==> src/core/port_regs.vh <==
// register indices, field positions, codes and reset values of the parallel port
// assumes it is included by the port core and the bench; definitions only
`ifndef PORT_REGS_VH
`define PORT_REGS_VH
// ----------------------------------------------------------------
// register indices (byte address is four times the index)
// ----------------------------------------------------------------
`define IDX_WAIT 12'hF5C
`define IDX_MODE 12'hF5D
`define IDX_POL 12'hF5E
`define IDX_EN 12'hF5F
`define IDX_ADDR 12'hF60
`define IDX_DATA 12'hF61
`define IDX_RDGO 12'hF62
`define RST_BYTE 8'h00
`define RST_WORD 16'h0000
// ----------------------------------------------------------------
// field positions
// ----------------------------------------------------------------
`define EN_PORT_ON 7
`define EN_MUX_HI 4
`define EN_MUX_LO 3
`define EN_BE_PIN 2
`define EN_WR_PIN 1
`define EN_RD_PIN 0
`define POL_CSF_HI 7
`define POL_CSF_LO 6
`define POL_ALP 5
`define POL_CSP 3
`define POL_BEP 2
`define POL_WRP 1
`define POL_RDP 0
`define MODE_BUSY 7
`define MODE_IRQ_HI 6
`define MODE_IRQ_LO 5
`define MODE_INC_HI 4
`define MODE_INC_LO 3
`define MODE_WIDE 2
`define MODE_SEL_HI 1
`define MODE_SEL_LO 0
`define WAIT_SU_HI 7
`define WAIT_SU_LO 6
`define WAIT_ST_HI 5
`define WAIT_ST_LO 2
`define WAIT_HD_HI 1
`define WAIT_HD_LO 0
`define CS_ADDR_BIT 14
// ----------------------------------------------------------------
// writable masks and codes
// ----------------------------------------------------------------
`define EN_WMASK 8'h9F
`define POL_WMASK 8'hEF
`define MODE_WMASK 8'h7F
`define MUX_SEP 2'h0
`define MUX_LOW 2'h1
`define MUX_FULL 2'h2
`define CSF_ON 2'h2
`define IRQ_END 2'h1
`define IRQ_STALL 2'h2
`define INC_UP 2'h1
`define INC_DN 2'h2
`define MODE_M1 2'h3
`define MODE_M2 2'h2
`define ST_ZERO 4'h0
`define RESP_OKAY 2'h0
`define RESP_SLVERR 2'h2
`endif

==> src/core/parallel_port.v <==
// parallel port control and master transfer engine with an AXI4-Lite register slave
// assumes one clock i_ref_clk; pin inputs arrive asynchronously; slave protocols live elsewhere
`timescale 1ns/1ps
`include "port_regs.vh"
module parallel_port #(
  parameter CLKS_PER_TCY = 4
) (
  input wire i_ref_clk,
  input wire i_rst,
  input wire [13:0] i_s_axi_awaddr,
  input wire i_s_axi_awvalid,
  output reg o_s_axi_awready,
  input wire [31:0] i_s_axi_wdata,
  input wire [3:0] i_s_axi_wstrb,
  input wire i_s_axi_wvalid,
  output reg o_s_axi_wready,
  output reg [1:0] o_s_axi_bresp,
  output reg o_s_axi_bvalid,
  input wire i_s_axi_bready,
  input wire [13:0] i_s_axi_araddr,
  input wire i_s_axi_arvalid,
  output reg o_s_axi_arready,
  output reg [31:0] o_s_axi_rdata,
  output reg [1:0] o_s_axi_rresp,
  output reg o_s_axi_rvalid,
  input wire i_s_axi_rready,
  input wire [7:0] i_port_data_pins,
  output reg [7:0] o_port_data_pins,
  output reg o_port_data_oe,
  output reg [15:0] o_port_addr_pins,
  output reg o_port_addr_oe,
  output reg o_read_strobe,
  output reg o_read_strobe_oe,
  output reg o_write_strobe,
  output reg o_write_strobe_oe,
  output reg o_byte_enable_out,
  output reg o_byte_enable_oe,
  output reg o_cycle_done,
  output reg o_cpu_stall
);
  // ----------------------------------------------------------------
  // states and helpers
  // ----------------------------------------------------------------
  localparam S_IDLE = 3'd0;
  localparam S_ADDRL = 3'd1;
  localparam S_ADDRH = 3'd2;
  localparam S_SETUP = 3'd3;
  localparam S_STROBE = 3'd4;
  localparam S_HOLD = 3'd5;

  // phase length in Tcy turned into a terminal clock count
  function [9:0] tcy_clks;
    input [4:0] tcy;
    reg [31:0] prod;
    begin
      prod = tcy * CLKS_PER_TCY;
      tcy_clks = prod[9:0] - 10'd1;
    end
  endfunction

  function [11:0] word_idx;
    input [13:0] a;
    begin
      word_idx = a[13:2];
    end
  endfunction

  reg [7:0] wait_r;
  reg [7:0] mode_r;
  reg [7:0] pol_r;
  reg [7:0] en_r;
  reg [15:0] addr_r;
  reg [15:0] data_r;
  reg [2:0] st_r;
  reg [2:0] st_nxt;
  reg [9:0] cnt_r;
  reg [9:0] cnt_nxt;
  reg byte_r;
  reg rd_r;
  reg [7:0] din_meta_r;
  reg [7:0] din_sync_r;
  reg [13:0] awaddr_r;
  reg [31:0] wdata_r;
  reg [3:0] wstrb_r;
  reg aw_ok_r;
  reg w_ok_r;

  wire [1:0] mux = en_r[`EN_MUX_HI:`EN_MUX_LO];
  wire [1:0] chip_select_function = pol_r[`POL_CSF_HI:`POL_CSF_LO];
  wire [1:0] interrupt_mode = mode_r[`MODE_IRQ_HI:`MODE_IRQ_LO];
  wire [1:0] increment_mode = mode_r[`MODE_INC_HI:`MODE_INC_LO];
  wire [1:0] msel = mode_r[`MODE_SEL_HI:`MODE_SEL_LO];
  wire [3:0] st_wait = wait_r[`WAIT_ST_HI:`WAIT_ST_LO];
  wire sw0 = (st_wait == `ST_ZERO);
  wire master = (msel == `MODE_M1) || (msel == `MODE_M2);
  wire port_on = en_r[`EN_PORT_ON];
  wire busy = (st_r != S_IDLE);
  // su_tcy collapses to one Tcy when the strobe wait is zero, shortening only the address phases; setup is then skipped, hold keeps its length but is skipped too
  wire [4:0] su_tcy = sw0 ? 5'd1 : {3'd0, wait_r[`WAIT_SU_HI:`WAIT_SU_LO]} + 5'd1;
  wire [4:0] hd_tcy = {3'd0, wait_r[`WAIT_HD_HI:`WAIT_HD_LO]} + 5'd1;
  wire [4:0] sb_tcy = {1'b0, st_wait} + 5'd1;
  wire [2:0] first_st = (mux == `MUX_SEP) ? (sw0 ? S_STROBE : S_SETUP) : S_ADDRL;
  wire last_clk = (cnt_r == 10'd0);
  wire wr_go = aw_ok_r && w_ok_r && !o_s_axi_bvalid;
  wire [11:0] widx = word_idx(awaddr_r);
  wire launch_ok = port_on && master && !busy;
  wire [14:0] step_vec = {addr_r[15], addr_r[13:0]};
  wire [14:0] step_up = step_vec + 15'd1;
  wire [14:0] step_dn = step_vec - 15'd1;

  function [9:0] len_of;
    input [2:0] s;
    begin
      case (s)
        S_ADDRL: len_of = tcy_clks(su_tcy);
        S_ADDRH: len_of = tcy_clks(su_tcy);
        S_SETUP: len_of = tcy_clks(su_tcy);
        S_STROBE: len_of = tcy_clks(sb_tcy);
        S_HOLD: len_of = tcy_clks(hd_tcy);
        default: len_of = 10'd0;
      endcase
    end
  endfunction

  // ----------------------------------------------------------------
  // phase sequencing
  // ----------------------------------------------------------------
  always @* begin
    st_nxt = st_r;
    cnt_nxt = last_clk ? 10'd0 : cnt_r - 10'd1;
    if (busy && last_clk) begin
      case (st_r)
        S_ADDRL: st_nxt = (mux == `MUX_FULL) ? S_ADDRH : (sw0 ? S_STROBE : S_SETUP);
        S_ADDRH: st_nxt = sw0 ? S_STROBE : S_SETUP;
        S_SETUP: st_nxt = S_STROBE;
        S_STROBE: st_nxt = sw0 ? ((mode_r[`MODE_WIDE] && !byte_r) ? first_st : S_IDLE)
                               : S_HOLD;
        S_HOLD: st_nxt = (mode_r[`MODE_WIDE] && !byte_r) ? first_st : S_IDLE;
        default: st_nxt = S_IDLE;
      endcase
      cnt_nxt = len_of(st_nxt);
    end
  end

  // ----------------------------------------------------------------
  // registers and transfer engine
  // ----------------------------------------------------------------
  always @(posedge i_ref_clk or posedge i_rst) begin
    if (i_rst) begin
      wait_r <= `RST_BYTE;
      mode_r <= `RST_BYTE;
      pol_r <= `RST_BYTE;
      en_r <= `RST_BYTE;
      addr_r <= `RST_WORD;
      data_r <= `RST_WORD;
      st_r <= S_IDLE;
      cnt_r <= 10'd0;
      byte_r <= 1'b0;
      rd_r <= 1'b0;
      o_cycle_done <= 1'b0;
      o_cpu_stall <= 1'b0;
    end else begin
      o_cycle_done <= 1'b0;
      if (wr_go && wstrb_r[0]) begin
        case (widx)
          `IDX_WAIT: wait_r <= wdata_r[7:0];
          `IDX_MODE: mode_r <= wdata_r[7:0] & `MODE_WMASK;
          `IDX_POL: pol_r <= wdata_r[7:0] & `POL_WMASK;
          `IDX_EN: en_r <= wdata_r[7:0] & `EN_WMASK;
          default: ;
        endcase
      end
      if (!port_on || !master) begin
        // switching off aborts any transfer under way
        st_r <= S_IDLE;
        cnt_r <= 10'd0;
      end else if (wr_go && launch_ok && (widx == `IDX_DATA || widx == `IDX_RDGO)) begin
        st_r <= first_st;
        // pins start one clock after launch, so the first phase gets one more
        cnt_r <= len_of(first_st) + 10'd1;
        byte_r <= 1'b0;
        rd_r <= (widx == `IDX_RDGO);
      end else begin
        st_r <= st_nxt;
        cnt_r <= cnt_nxt;
        if (st_r == S_STROBE && last_clk && rd_r) begin
          if (byte_r)
            data_r[15:8] <= din_sync_r;
          else
            data_r[7:0] <= din_sync_r;
        end
        if (busy && last_clk && st_nxt == first_st && st_r != S_IDLE)
          byte_r <= 1'b1;
        if (busy && last_clk && st_nxt == S_IDLE) begin
          o_cycle_done <= (interrupt_mode == `IRQ_END);
          if (increment_mode == `INC_UP) begin
            addr_r[15] <= step_up[14];
            addr_r[13:0] <= step_up[13:0];
          end else if (increment_mode == `INC_DN) begin
            addr_r[15] <= step_dn[14];
            addr_r[13:0] <= step_dn[13:0];
          end
        end
      end
      // address and data registers refuse writes while busy
      if (wr_go && !busy && widx == `IDX_ADDR) begin
        if (wstrb_r[0]) addr_r[7:0] <= wdata_r[7:0];
        if (wstrb_r[1]) addr_r[15:8] <= wdata_r[15:8];
      end
      if (wr_go && !busy && widx == `IDX_DATA) begin
        if (wstrb_r[0]) data_r[7:0] <= wdata_r[7:0];
        if (wstrb_r[1]) data_r[15:8] <= wdata_r[15:8];
      end
      o_cpu_stall <= (interrupt_mode == `IRQ_STALL) && (st_nxt != S_IDLE) && port_on && master;
    end
  end

  always @(posedge i_ref_clk or posedge i_rst) begin
    if (i_rst) begin
      din_meta_r <= 8'h00;
      din_sync_r <= 8'h00;
    end else begin
      din_meta_r <= i_port_data_pins;
      din_sync_r <= din_meta_r;
    end
  end

  // ----------------------------------------------------------------
  // axi4-lite slave
  // ----------------------------------------------------------------
  reg [31:0] rd_mux;
  reg rd_hit;
  always @* begin
    rd_hit = 1'b1;
    rd_mux = 32'h00000000;
    case (word_idx(i_s_axi_araddr))
      `IDX_WAIT: rd_mux[7:0] = wait_r;
      `IDX_MODE: rd_mux[7:0] = {busy, mode_r[6:0]};
      `IDX_POL: rd_mux[7:0] = pol_r;
      `IDX_EN: rd_mux[7:0] = en_r;
      `IDX_ADDR: rd_mux[15:0] = addr_r;
      `IDX_DATA: rd_mux[15:0] = data_r;
      `IDX_RDGO: rd_mux = 32'h00000000;
      default: rd_hit = 1'b0;
    endcase
  end

  function wmap;
    input [11:0] i;
    begin
      wmap = (i == `IDX_WAIT) || (i == `IDX_MODE) || (i == `IDX_POL) || (i == `IDX_EN) ||
             (i == `IDX_ADDR) || (i == `IDX_DATA) || (i == `IDX_RDGO);
    end
  endfunction

  always @(posedge i_ref_clk or posedge i_rst) begin
    if (i_rst) begin
      o_s_axi_awready <= 1'b1;
      o_s_axi_wready <= 1'b1;
      o_s_axi_bvalid <= 1'b0;
      o_s_axi_bresp <= `RESP_OKAY;
      o_s_axi_arready <= 1'b1;
      o_s_axi_rvalid <= 1'b0;
      o_s_axi_rdata <= 32'h00000000;
      o_s_axi_rresp <= `RESP_OKAY;
      awaddr_r <= 14'h0000;
      wdata_r <= 32'h00000000;
      wstrb_r <= 4'h0;
      aw_ok_r <= 1'b0;
      w_ok_r <= 1'b0;
    end else begin
      if (i_s_axi_awvalid && o_s_axi_awready) begin
        awaddr_r <= i_s_axi_awaddr;
        aw_ok_r <= 1'b1;
        o_s_axi_awready <= 1'b0;
      end
      if (i_s_axi_wvalid && o_s_axi_wready) begin
        wdata_r <= i_s_axi_wdata;
        wstrb_r <= i_s_axi_wstrb;
        w_ok_r <= 1'b1;
        o_s_axi_wready <= 1'b0;
      end
      if (wr_go) begin
        aw_ok_r <= 1'b0;
        w_ok_r <= 1'b0;
        o_s_axi_bvalid <= 1'b1;
        o_s_axi_bresp <= wmap(widx) ? `RESP_OKAY : `RESP_SLVERR;
      end
      if (o_s_axi_bvalid && i_s_axi_bready) begin
        o_s_axi_bvalid <= 1'b0;
        o_s_axi_awready <= 1'b1;
        o_s_axi_wready <= 1'b1;
      end
      if (i_s_axi_arvalid && o_s_axi_arready) begin
        o_s_axi_arready <= 1'b0;
        o_s_axi_rvalid <= 1'b1;
        o_s_axi_rdata <= rd_mux;
        o_s_axi_rresp <= rd_hit ? `RESP_OKAY : `RESP_SLVERR;
      end
      if (o_s_axi_rvalid && i_s_axi_rready) begin
        o_s_axi_rvalid <= 1'b0;
        o_s_axi_arready <= 1'b1;
      end
    end
  end

  // ----------------------------------------------------------------
  // pin drive, registered from next-state values
  // ----------------------------------------------------------------
  reg [15:0] a_nxt;
  reg [7:0] d_nxt;
  reg doe_nxt;
  reg rd_act;
  reg wr_act;
  wire nbusy = (st_nxt != S_IDLE) && port_on && master;
  wire n_strobe = (st_nxt == S_STROBE);
  wire n_addr = (st_nxt == S_ADDRL) || (st_nxt == S_ADDRH);
  wire n_byte = byte_r || (busy && last_clk && st_nxt == first_st);
  always @* begin
    a_nxt = addr_r;
    if (mux == `MUX_SEP)
      a_nxt[15:8] = 8'h00;
    else if (mux == `MUX_LOW)
      a_nxt[7:0] = 8'h00;
    else
      a_nxt = 16'h0000;
    if (chip_select_function == `CSF_ON) begin
      a_nxt[15:13] = 3'h0;
      a_nxt[15] = (nbusy && addr_r[`CS_ADDR_BIT]) ? pol_r[`POL_CSP] : ~pol_r[`POL_CSP];
    end
    if (mux != `MUX_SEP) begin
      a_nxt[0] = (st_nxt == S_ADDRL) ? pol_r[`POL_ALP] : ~pol_r[`POL_ALP];
      a_nxt[1] = (st_nxt == S_ADDRH) ? pol_r[`POL_ALP] : ~pol_r[`POL_ALP];
    end
    d_nxt = n_byte ? data_r[15:8] : data_r[7:0];
    if (st_nxt == S_ADDRL)
      d_nxt = addr_r[7:0];
    if (st_nxt == S_ADDRH)
      d_nxt = addr_r[15:8];
    doe_nxt = nbusy && (n_addr || !rd_r);
    if (msel == `MODE_M1) begin
      rd_act = nbusy && rd_r;
      wr_act = nbusy && n_strobe;
    end else begin
      rd_act = nbusy && n_strobe && rd_r;
      wr_act = nbusy && n_strobe && !rd_r;
    end
  end

  always @(posedge i_ref_clk or posedge i_rst) begin
    if (i_rst) begin
      o_port_data_pins <= 8'h00;
      o_port_data_oe <= 1'b0;
      o_port_addr_pins <= 16'h0000;
      o_port_addr_oe <= 1'b0;
      o_read_strobe <= 1'b1;
      o_read_strobe_oe <= 1'b0;
      o_write_strobe <= 1'b1;
      o_write_strobe_oe <= 1'b0;
      o_byte_enable_out <= 1'b1;
      o_byte_enable_oe <= 1'b0;
    end else begin
      o_port_data_pins <= d_nxt;
      o_port_data_oe <= doe_nxt;
      o_port_addr_pins <= a_nxt;
      o_port_addr_oe <= port_on && master;
      o_read_strobe <= rd_act ? pol_r[`POL_RDP] : ~pol_r[`POL_RDP];
      o_write_strobe <= wr_act ? pol_r[`POL_WRP] : ~pol_r[`POL_WRP];
      o_byte_enable_out <= (nbusy && mode_r[`MODE_WIDE]) ? pol_r[`POL_BEP] : ~pol_r[`POL_BEP];
      // slave modes leave the strobe pins to the outside master
      o_read_strobe_oe <= port_on && master && en_r[`EN_RD_PIN];
      o_write_strobe_oe <= port_on && master && en_r[`EN_WR_PIN];
      o_byte_enable_oe <= port_on && master && en_r[`EN_BE_PIN];
    end
  end
endmodule // parallel_port

==> config.mk <==
export PLATFORM = sky130hd
export DESIGN_NAME = parallel_port
export DESIGN_NICKNAME = d
export VERILOG_FILES = /design/src/core/parallel_port.v
export VERILOG_INCLUDE_DIRS = /design/src /design/src/core
export SDC_FILE = /design/constraint.sdc
export NUM_CORES = 1
export LEC_CHECK = 0
export BUFFER_PORTS_ARGS = -buffer_cell sky130_fd_sc_hd__buf_4
export CAP_MARGIN = 20
export CORE_ASPECT_RATIO = 1.4
export CORE_UTILIZATION = 51
export CTS_CLUSTER_DIAMETER = 150
export CTS_CLUSTER_SIZE = 30
export DETAILED_ROUTE_END_ITERATION = 12
export PLACE_DENSITY = 0.76
export REMOVE_ABC_BUFFERS = 1
export SLEW_MARGIN = 40
export SYNTH_ARGS = -nofsm -noshare
export SYNTH_HDL_FRONTEND = slang
export SYNTH_SLANG_ARGS = --single-unit
==> constraint.sdc <==
create_clock -name i_ref_clk -period 7 [get_ports i_ref_clk]
set_input_delay 1.75 -clock i_ref_clk [delete_from_list [all_inputs] [get_ports i_ref_clk]]
set_output_delay 1.75 -clock i_ref_clk [all_outputs]
set_load 0.01 [all_outputs]
==> results.md, run 1 <==
* Post-CTS Resized at 0
* Die X-Extent at 115 um
* RSZ-0062 raised after global routing: false
* Max Clock Freq at ~260 MHz
* Slew margin rel. at 0.433
* Internal reg-to-reg setup slack at about 3.1 ns
* Internal power at around 1.8 mW
* DR vias/cell at just under 6
* Wire per inst at between 15 and 20 um
* Flop pwr share at 0.531
* Crit path DAT at 4.21 ns
* Switching Share at 0.273
* PD cells at 230 nW/um^2
* Vias in the first global route at 6,983
* Max Cap Viol at 0
* Leakage at 4.89 nW
* Fin. Hold Viols at 0
* Syn Area/Cell at 10.4 um^2
* Design Power at 2.46 mW
* Min-Delay Path Class: reg -> reg
* Port bufs at roughly 110
* VDD IR max at 255 uV
* Final worst path period share at 0.551
* ANT nets after route at 0
* First-pass GRT wire length at 36,900 um
* Net Sw Power at 0.672 mW
* Clock power frac at 0.362
* CORE AREA at 17,500 um^2
* Max-slew violations at 0
* Delay-heaviest family, CP: simple AND/OR/NAND/NOR gates
* Gpl congestion at 0.908
* Status: finished clean
* Routed wire length at 23,700 um
* Comb pwr share at 0.107
* Clk_lat worst skew at between 0.4 and 0.5 ns
* Share of cells above drive strength 1 at 0.245
* Post-CTS Setup Inserts at 0
* Hpwl dp at 17,500 um
* Starting Density at 0.525
* Clk_skew at 0.00911 ns
* Final worst path period need at 3.86 ns
* Setup WS pre-CTS at 3.26 ns
* Worst Path Buf+Inv at 1
* GRT Resource Usage Total at 0.266
* Clock buffer depth at 2
* Worst-margin pin slew at between 0.8 and 0.9 ns
* Crit-path max FO at 16
* Cell mode on critical path: nand3_1
* Fillers at 1,490
* CTS Root Buffer Type: clkbuf_16
* Gate count after technology mapping at a little under 900
* Vias at 7,268
* GR Overflow Total at 0
* Pin count of the biggest net entering global routing at 77
* Main synth FF type: dfrtp_1
* Sum of negative setup slack at 0 ns
* Residual DRC at 0
* I/O Pins at approximately 150
* Area delta synth->final at 16.5%
* Die area at 18,500 um^2
* DRT Pass-1 Iters at 5
* CTS tree: done
* Initial antenna violation count at 0
* Inserted Diodes at 0
* Yosys reg bits at 180
* Crit path kind: reg -> reg
* Post-Syn Area at 9170 um^2
* # rows at between 50 and 60
* Clock-pin slew on the worst setup and hold paths at approximately 0.07 ns
* Kind of start point of the critical path: flip-flop
* Setup violations, final at 0
* Post-synth EDFFs at 0
* Register area share after synthesis at 0.492
* Crit path cell chain: inv_1, ha_1, or3b_1, nand3_1, o2111ai_1, o21ai_1, nand3_1, or4_1, a31oi_1
* Synth warn at 0
* H-Tree Depth at 4
* CTS hold repair buffers at 0
* Crit path max-delay cell type: or4_1
* Max stage delay on crit path at 0.67 ns
* TritonCTS buffer count at 17
* Iter 0 DRT Violations at 630
* Setup ws final at 3.14 ns
* Crit path required time at approximately 7.4 ns
* Clock sink count at 180
* NumNets Final at 1,065
* CP endpoint kind: flip-flop
* Die span in y at 161 um
* Asr flop ratio synth at 1.00
* Yosys cell types at 83
## power groups by stage
stage               clock network, mW  logic [mW]  registers [mW]
finish                          0.890       0.264            1.31
detailed placement                  0       0.269            1.33
global route                    0.948       0.293            1.32
floorplan                           0       0.178            1.27
CTS                             0.904       0.270            1.31
global placement                    0       0.259            1.32
## final timing paths
check | startpoint | to | depth (start not counted)
min in group asynchronous | i_rst | wdata_r[5]$_DFFE_PP0P_ | 2
hold reg to reg | din_meta_r[4]$_DFF_PP0_ | din_sync_r[4]$_DFF_PP0_ | 0
setup reg to reg | wait_r[2]$_DFFE_PP0P_ | addr_r[15]$_DFF_PP0_ | 9
setup / recovery | wait_r[2]$_DFFE_PP0P_ | addr_r[15]$_DFF_PP0_ | 9
hold / removal | din_meta_r[4]$_DFF_PP0_ | din_sync_r[4]$_DFF_PP0_ | 0
max in group asynchronous | i_rst | o_port_addr_pins[6]$_DFF_PP0_ | 3
## kinds of logic (layout without fill, tap and decap cells)
group                      after synthesis  after routing  synth area share
xor gates and xnor gates                27             27            0.0258
and+or+nand+nor                        288            288             0.170
other                                    1             18          0.000409
muxes                                   97             97             0.119
buffers and inverters                   84            175            0.0431
DFF                                    180            180             0.492
AOI/OAI and AO/OA                      194            194             0.137
adders and majority gates               10             10            0.0136
## flip-flops by register name (all words and copies together) (netlist names), 2 cells and up
| register | cells |
|---|---|
| addr_r | 16 |
| awaddr_r | 12 |
| cnt_r | 10 |
| data_r | 16 |
| din_meta_r | 8 |
| din_sync_r | 8 |
| en_r | 6 |
| mode_r | 7 |
| o_port_addr_pins | 16 |
| o_port_data_pins | 8 |
| o_s_axi_rdata | 16 |
| pol_r | 7 |
| st_r | 3 |
| wait_r | 8 |
| wdata_r | 16 |
| wstrb_r | 2 |
## synthesized netlist by cell type, drive strengths merged (4+ instances only)
| library cell | instances | area (um^2) |
|---|---|---|
| dfrtp | 174 | 4350 |
| a22oi | 5 | 37.5 |
| xor2 | 7 | 61.3 |
| buf | 24 | 170 |
| or4 | 4 | 33.8 |
| nor4 | 11 | 90.1 |
| o22ai | 10 | 62.6 |
| ha | 10 | 125 |
| a21boi | 4 | 33.8 |
| nor2 | 65 | 246 |
| mux2i | 29 | 290 |
| and2 | 15 | 93.8 |
| inv | 22 | 82.6 |
| clkbuf | 36 | 135 |
| a21oi | 40 | 204 |
| nor3 | 19 | 106 |
| a31oi | 16 | 100 |
| or3 | 12 | 75.1 |
| mux2 | 65 | 732 |
| dfstp | 6 | 158 |
| nand4 | 11 | 83.8 |
| o21ai | 56 | 280 |
| a211oi | 4 | 30.0 |
| nand3 | 26 | 140 |
| o31ai | 14 | 105 |
| nand2b | 5 | 31.3 |
| nand2 | 65 | 244 |
| o211ai | 7 | 52.6 |
| a32oi | 4 | 35.0 |
| and3 | 15 | 93.8 |
| nor3b | 8 | 60.1 |
| nor2b | 9 | 56.3 |
| xnor2 | 20 | 175 |
| and4 | 4 | 35.0 |
## layer usage
metal	GRT usage	routed length, um	vias up
li1	-	-	3373
met1	0.326	9130	3532
met2	0.449	12200	293
met3	0.0434	1290	70
met4	0.136	1050	0
met5	0	0	-
## final cells by class
class | instances | area (um^2) | share of cell area
Clock buffer | 20 | 457 | 0.0427
Tap cell | 236 | 295 | 0.0276
Sequential cell | 180 | 4510 | 0.422
Inverter | 24 | 95.1 | 0.00889
Timing Repair Buffer | 119 | 901 | 0.0843
Multi-Input combinational cell | 634 | 4330 | 0.405
Clock inverter | 12 | 98.8 | 0.00925
## placed cells by master, fill, tap and decap left out, types with 12 or more instances in the layout
master     instances
mux2_2            65
clkbuf_16         17
mux2i_1           29
o31ai_1           14
xnor2_1           20
nand3_1           24
o21ai_0           55
a21oi_1           39
and3_1            15
buf_4            117
dfrtp_1          174
inv_1             20
nor3_1            18
nand2_1           64
or3_1             12
and2_1            14
a31oi_1           16
conb_1            18
nor2_1            64
## through the flow
step                utilization  area, um^2  std cells  hold slack [ns]
floorplan                     -        8930        838            0.331
global placement          0.580       10100       1193            0.334
detailed placement        0.580       10100       1193            0.335
CTS                       0.612       10700       1225            0.350
global route              0.612       10700       1225            0.360
finish                    0.612       10700       1225            0.349
Power figures use the tool's default switching activity.
==> run 2, diff against run 1 <==
Settings changed: ABC_AREA set to 1, CORE_UTILIZATION 51 to 52, PLACE_DENSITY 0.76 to 0.77.
Clock period 7 ns to 3.3 ns, I/O delays scaled along.
==> run 2 against run 1 <==
Global-route usage rose by 2.5 points. Synthesized cell count rose by 41%. Clock power rose by 130%. Final cell count rose by 31%. Combinational power rose to 3.5 times the previous value. Sequential cell count did not move.
==> results.md, run 2 <==
* Crit path kind: reg -> reg
* Worst-margin pin slew at 0.781 ns
* Slew margin rel. at 0.479
* Max Cap Viol at 0
* Setup violations, final at 0
* CTS Root Buffer Type: clkbuf_16
* First-pass GRT wire length at 43,000 um
* Yosys cell types at 51
* Number of cells on the worst hold path at 0
* Synth warn at 0
* VDD IR max at 353 uV
* CTS hold repair buffers at 0
* Die area at 19,200 um^2
* Internal power at 3.86 mW
* Most frequent cell after synthesis: nand2_1
* Setup ws final at around 0.45 ns
* Post-CTS Setup Inserts at 0
* DRT Pass-1 Iters at 5
* Vias in the first global route at 8,326
* Top post-synthesis cells by area: dfrtp_1 45%, nand2_1 13%, o21ai_0 6.5%
* ANT nets after route at 0
* Crit path required time at ~3.7 ns
* Max-slew violations at 0
* Syn Area/Cell at 7.82 um^2
* Crit path DAT at around 3.2 ns
* Die X-Extent at between 100 and 150 um
* Met3 GRT Util at 0.0455
* Most common cell after layout, fill and taps aside: nand2_1
* Most frequent cells after synthesis: 339 x nand2_1, 174 x dfrtp_1, 144 x inv_1
* Iter 0 DRT Violations at 756
* Final worst path period need at 2.85 ns
* Asr flop ratio synth at 1.00
* Worst Path Buf+Inv at 3
* Area delta synth->final at 17.1%
* Hpwl dp at 20,900 um
* Delay-heaviest family, CP: simple AND/OR/NAND/NOR gates
* PD cells at roughly 500 nW/um^2
* Status: finished clean
* Min-Delay Path Class: reg -> reg
* Crit-path max FO at 11
* Inserted Diodes at 0
* Max stage delay on crit path at 0.48 ns
* RSZ-0062 raised after global routing: false
* Yosys top cell area share at 0.448
* Crit path max-delay cell type: dfrtp_1
* TritonCTS buffer count at 17
* Die span in y at 164 um
* GR Overflow Total at 0
* Vias at 8,813
* Max Clock Freq at ~350 MHz
* Clock sink count at 180
* Clk_lat worst skew at about 0.46 ns
* Yosys reg bits at 180
* Gpl congestion at 0.943
* GRT Max-Usage Layer: met2
* CP endpoint kind: flip-flop
* GRT Resource Usage Total at 0.291
* Fin util at 0.627
* H-Tree Depth at 4
* Main synth FF type: dfrtp_1
* R2r worst-path depth at 14
* Leakage at 5.68 nW
* Met1 usage at 0.356
* Wire per inst at 16.9 um
* Clock buffer depth at 2
* Clock power frac at 0.368
* CTS tree: done
* Fin cells at 1,605
* Clock-pin slew on the worst setup and hold paths at 0.08 ns
* Routed wire length at 27,200 um
* Critical path depth at 14
* I/O Pins at 154
* Setup WS pre-CTS at 0.516 ns
* Dpl cells at 1,573
* Post-Syn Area at a little under 10,000 um^2
* Hold slack final at 0.354 ns
* Residual DRC at 0
* Commonest non-fill, non-tap cells in the layout: 339 x nand2_1, 174 x dfrtp_1, 143 x inv_1, 126 x o21ai_0, 119 x buf_4
* Initial antenna violation count at 0
* CORE AREA at 18,100 um^2
* Register area share after synthesis at 0.464
* DR vias/cell at 5.49
* Crit path cell chain: inv_1, ha_1, nand2_1, nor2_2, nand2_1, nand2_1, nand3_2, nand2_2, nand2_4, inv_2, nand3_1, inv_2, nand2_1, a31oi_1
* Post-CTS Resized at 0
* Kind of start point of the critical path: flip-flop
* Cell mode on critical path: nand2_1
* Clk_skew at between 0.01 and 0.015 ns
* # rows at 58
* Switching Share at 0.321
* Pin count of the biggest net entering global routing at about 70
* Port bufs at 113
* Flop pwr share at 0.470
* GRT met2 Usage at 0.481
* Cell taking the most area after synthesis: dfrtp_1
* Starting Density at 0.536
* Final worst path period share at 0.864
* Comb pwr share at 0.162
* Fin. Hold Viols at 0
* Share of cells above drive strength 1 at 0.160
* Net Sw Power at 1.83 mW
* Gate count after technology mapping at 1,242
* Post-synth EDFFs at 0
* NumNets Final at roughly 1,400
run 2: cell count changes in the layout (fill, tap and decap cells not counted), sizes merged, moves of 14 or more:
cell   change
mux2      -65
nand2    +287
xnor2     -14
nor2      +42
nand3     +56
and3      -15
o21ai     +75
inv      +140
and2      -15
xor2      +15
mux2i     -29
run 2: worst paths after layout:
check	from	slack (ns)	to
max	wait_r[2]$_DFFE_PP0P_	0.45	o_port_addr_pins[1]$_DFF_PP0_
min	din_meta_r[1]$_DFF_PP0_	0.35	din_sync_r[1]$_DFF_PP0_
max reg2reg	wait_r[2]$_DFFE_PP0P_	0.45	o_port_addr_pins[1]$_DFF_PP0_
min reg2reg	din_meta_r[1]$_DFF_PP0_	0.35	din_sync_r[1]$_DFF_PP0_
max in group asynchronous	i_rst	2.09	o_s_axi_awready$_DFFE_PP1P_
min in group asynchronous	i_rst	0.44	din_meta_r[2]$_DFF_PP0_
run 2: cell type report:
cell class	count	area, um^2
multi-input combinational	871	4400
clock buffer	17	425
tap	240	300
clock inverter	15	196
inverter	161	612
sequential	180	4510
timing repair buffer	121	933
fill	1672	6770
run 2: power by group through the flow:
stage | logic [mW] | clock network (mW) | registers [mW]
after global routing | 1.03 | 2.21 | 2.71
after CTS | 0.924 | 2.11 | 2.67
final | 0.920 | 2.09 | 2.68
after global placement | 0.896 | 0 | 2.70
after floorplan | 0.496 | 0 | 2.71
after detailed placement | 0.916 | 0 | 2.71
run 2: kinds of logic (layout without fill, tap and decap cells):
logic type / Yosys count / in the layout / synth area share
flops: 180 / 180 / 0.464
buf+inv: 208 / 314 / 0.0895
simple gates: 596 / 596 / 0.280
xor+xnor: 28 / 28 / 0.0252
other cells: 1 / 18 / 0.000386
fa+ha+maj: 10 / 10 / 0.0129
compound gates: 219 / 219 / 0.128
run 2: per-layer routing:
metal | share of wire | wire length (um) | vias to the layer above
li1 | - | - | 4242
met3 | 0.060 | 1620 | 112
met1 | 0.40 | 11000 | 4097
met5 | 0 | 0 | -
met2 | 0.47 | 12800 | 362
met4 | 0.063 | 1720 | 0
run 2: stage by stage:
| stage | area, um^2 | total power [mW] | TNS, ns |
|---|---|---|---|
| floorplan | 9520 | 3.20 | -424.23 |
| global placement | 10800 | 3.60 | 0 |
| detailed placement | 10800 | 3.63 | 0 |
| CTS | 11400 | 5.71 | 0 |
| global route | 11400 | 5.95 | 0 |
| finish | 11400 | 5.69 | 0 |
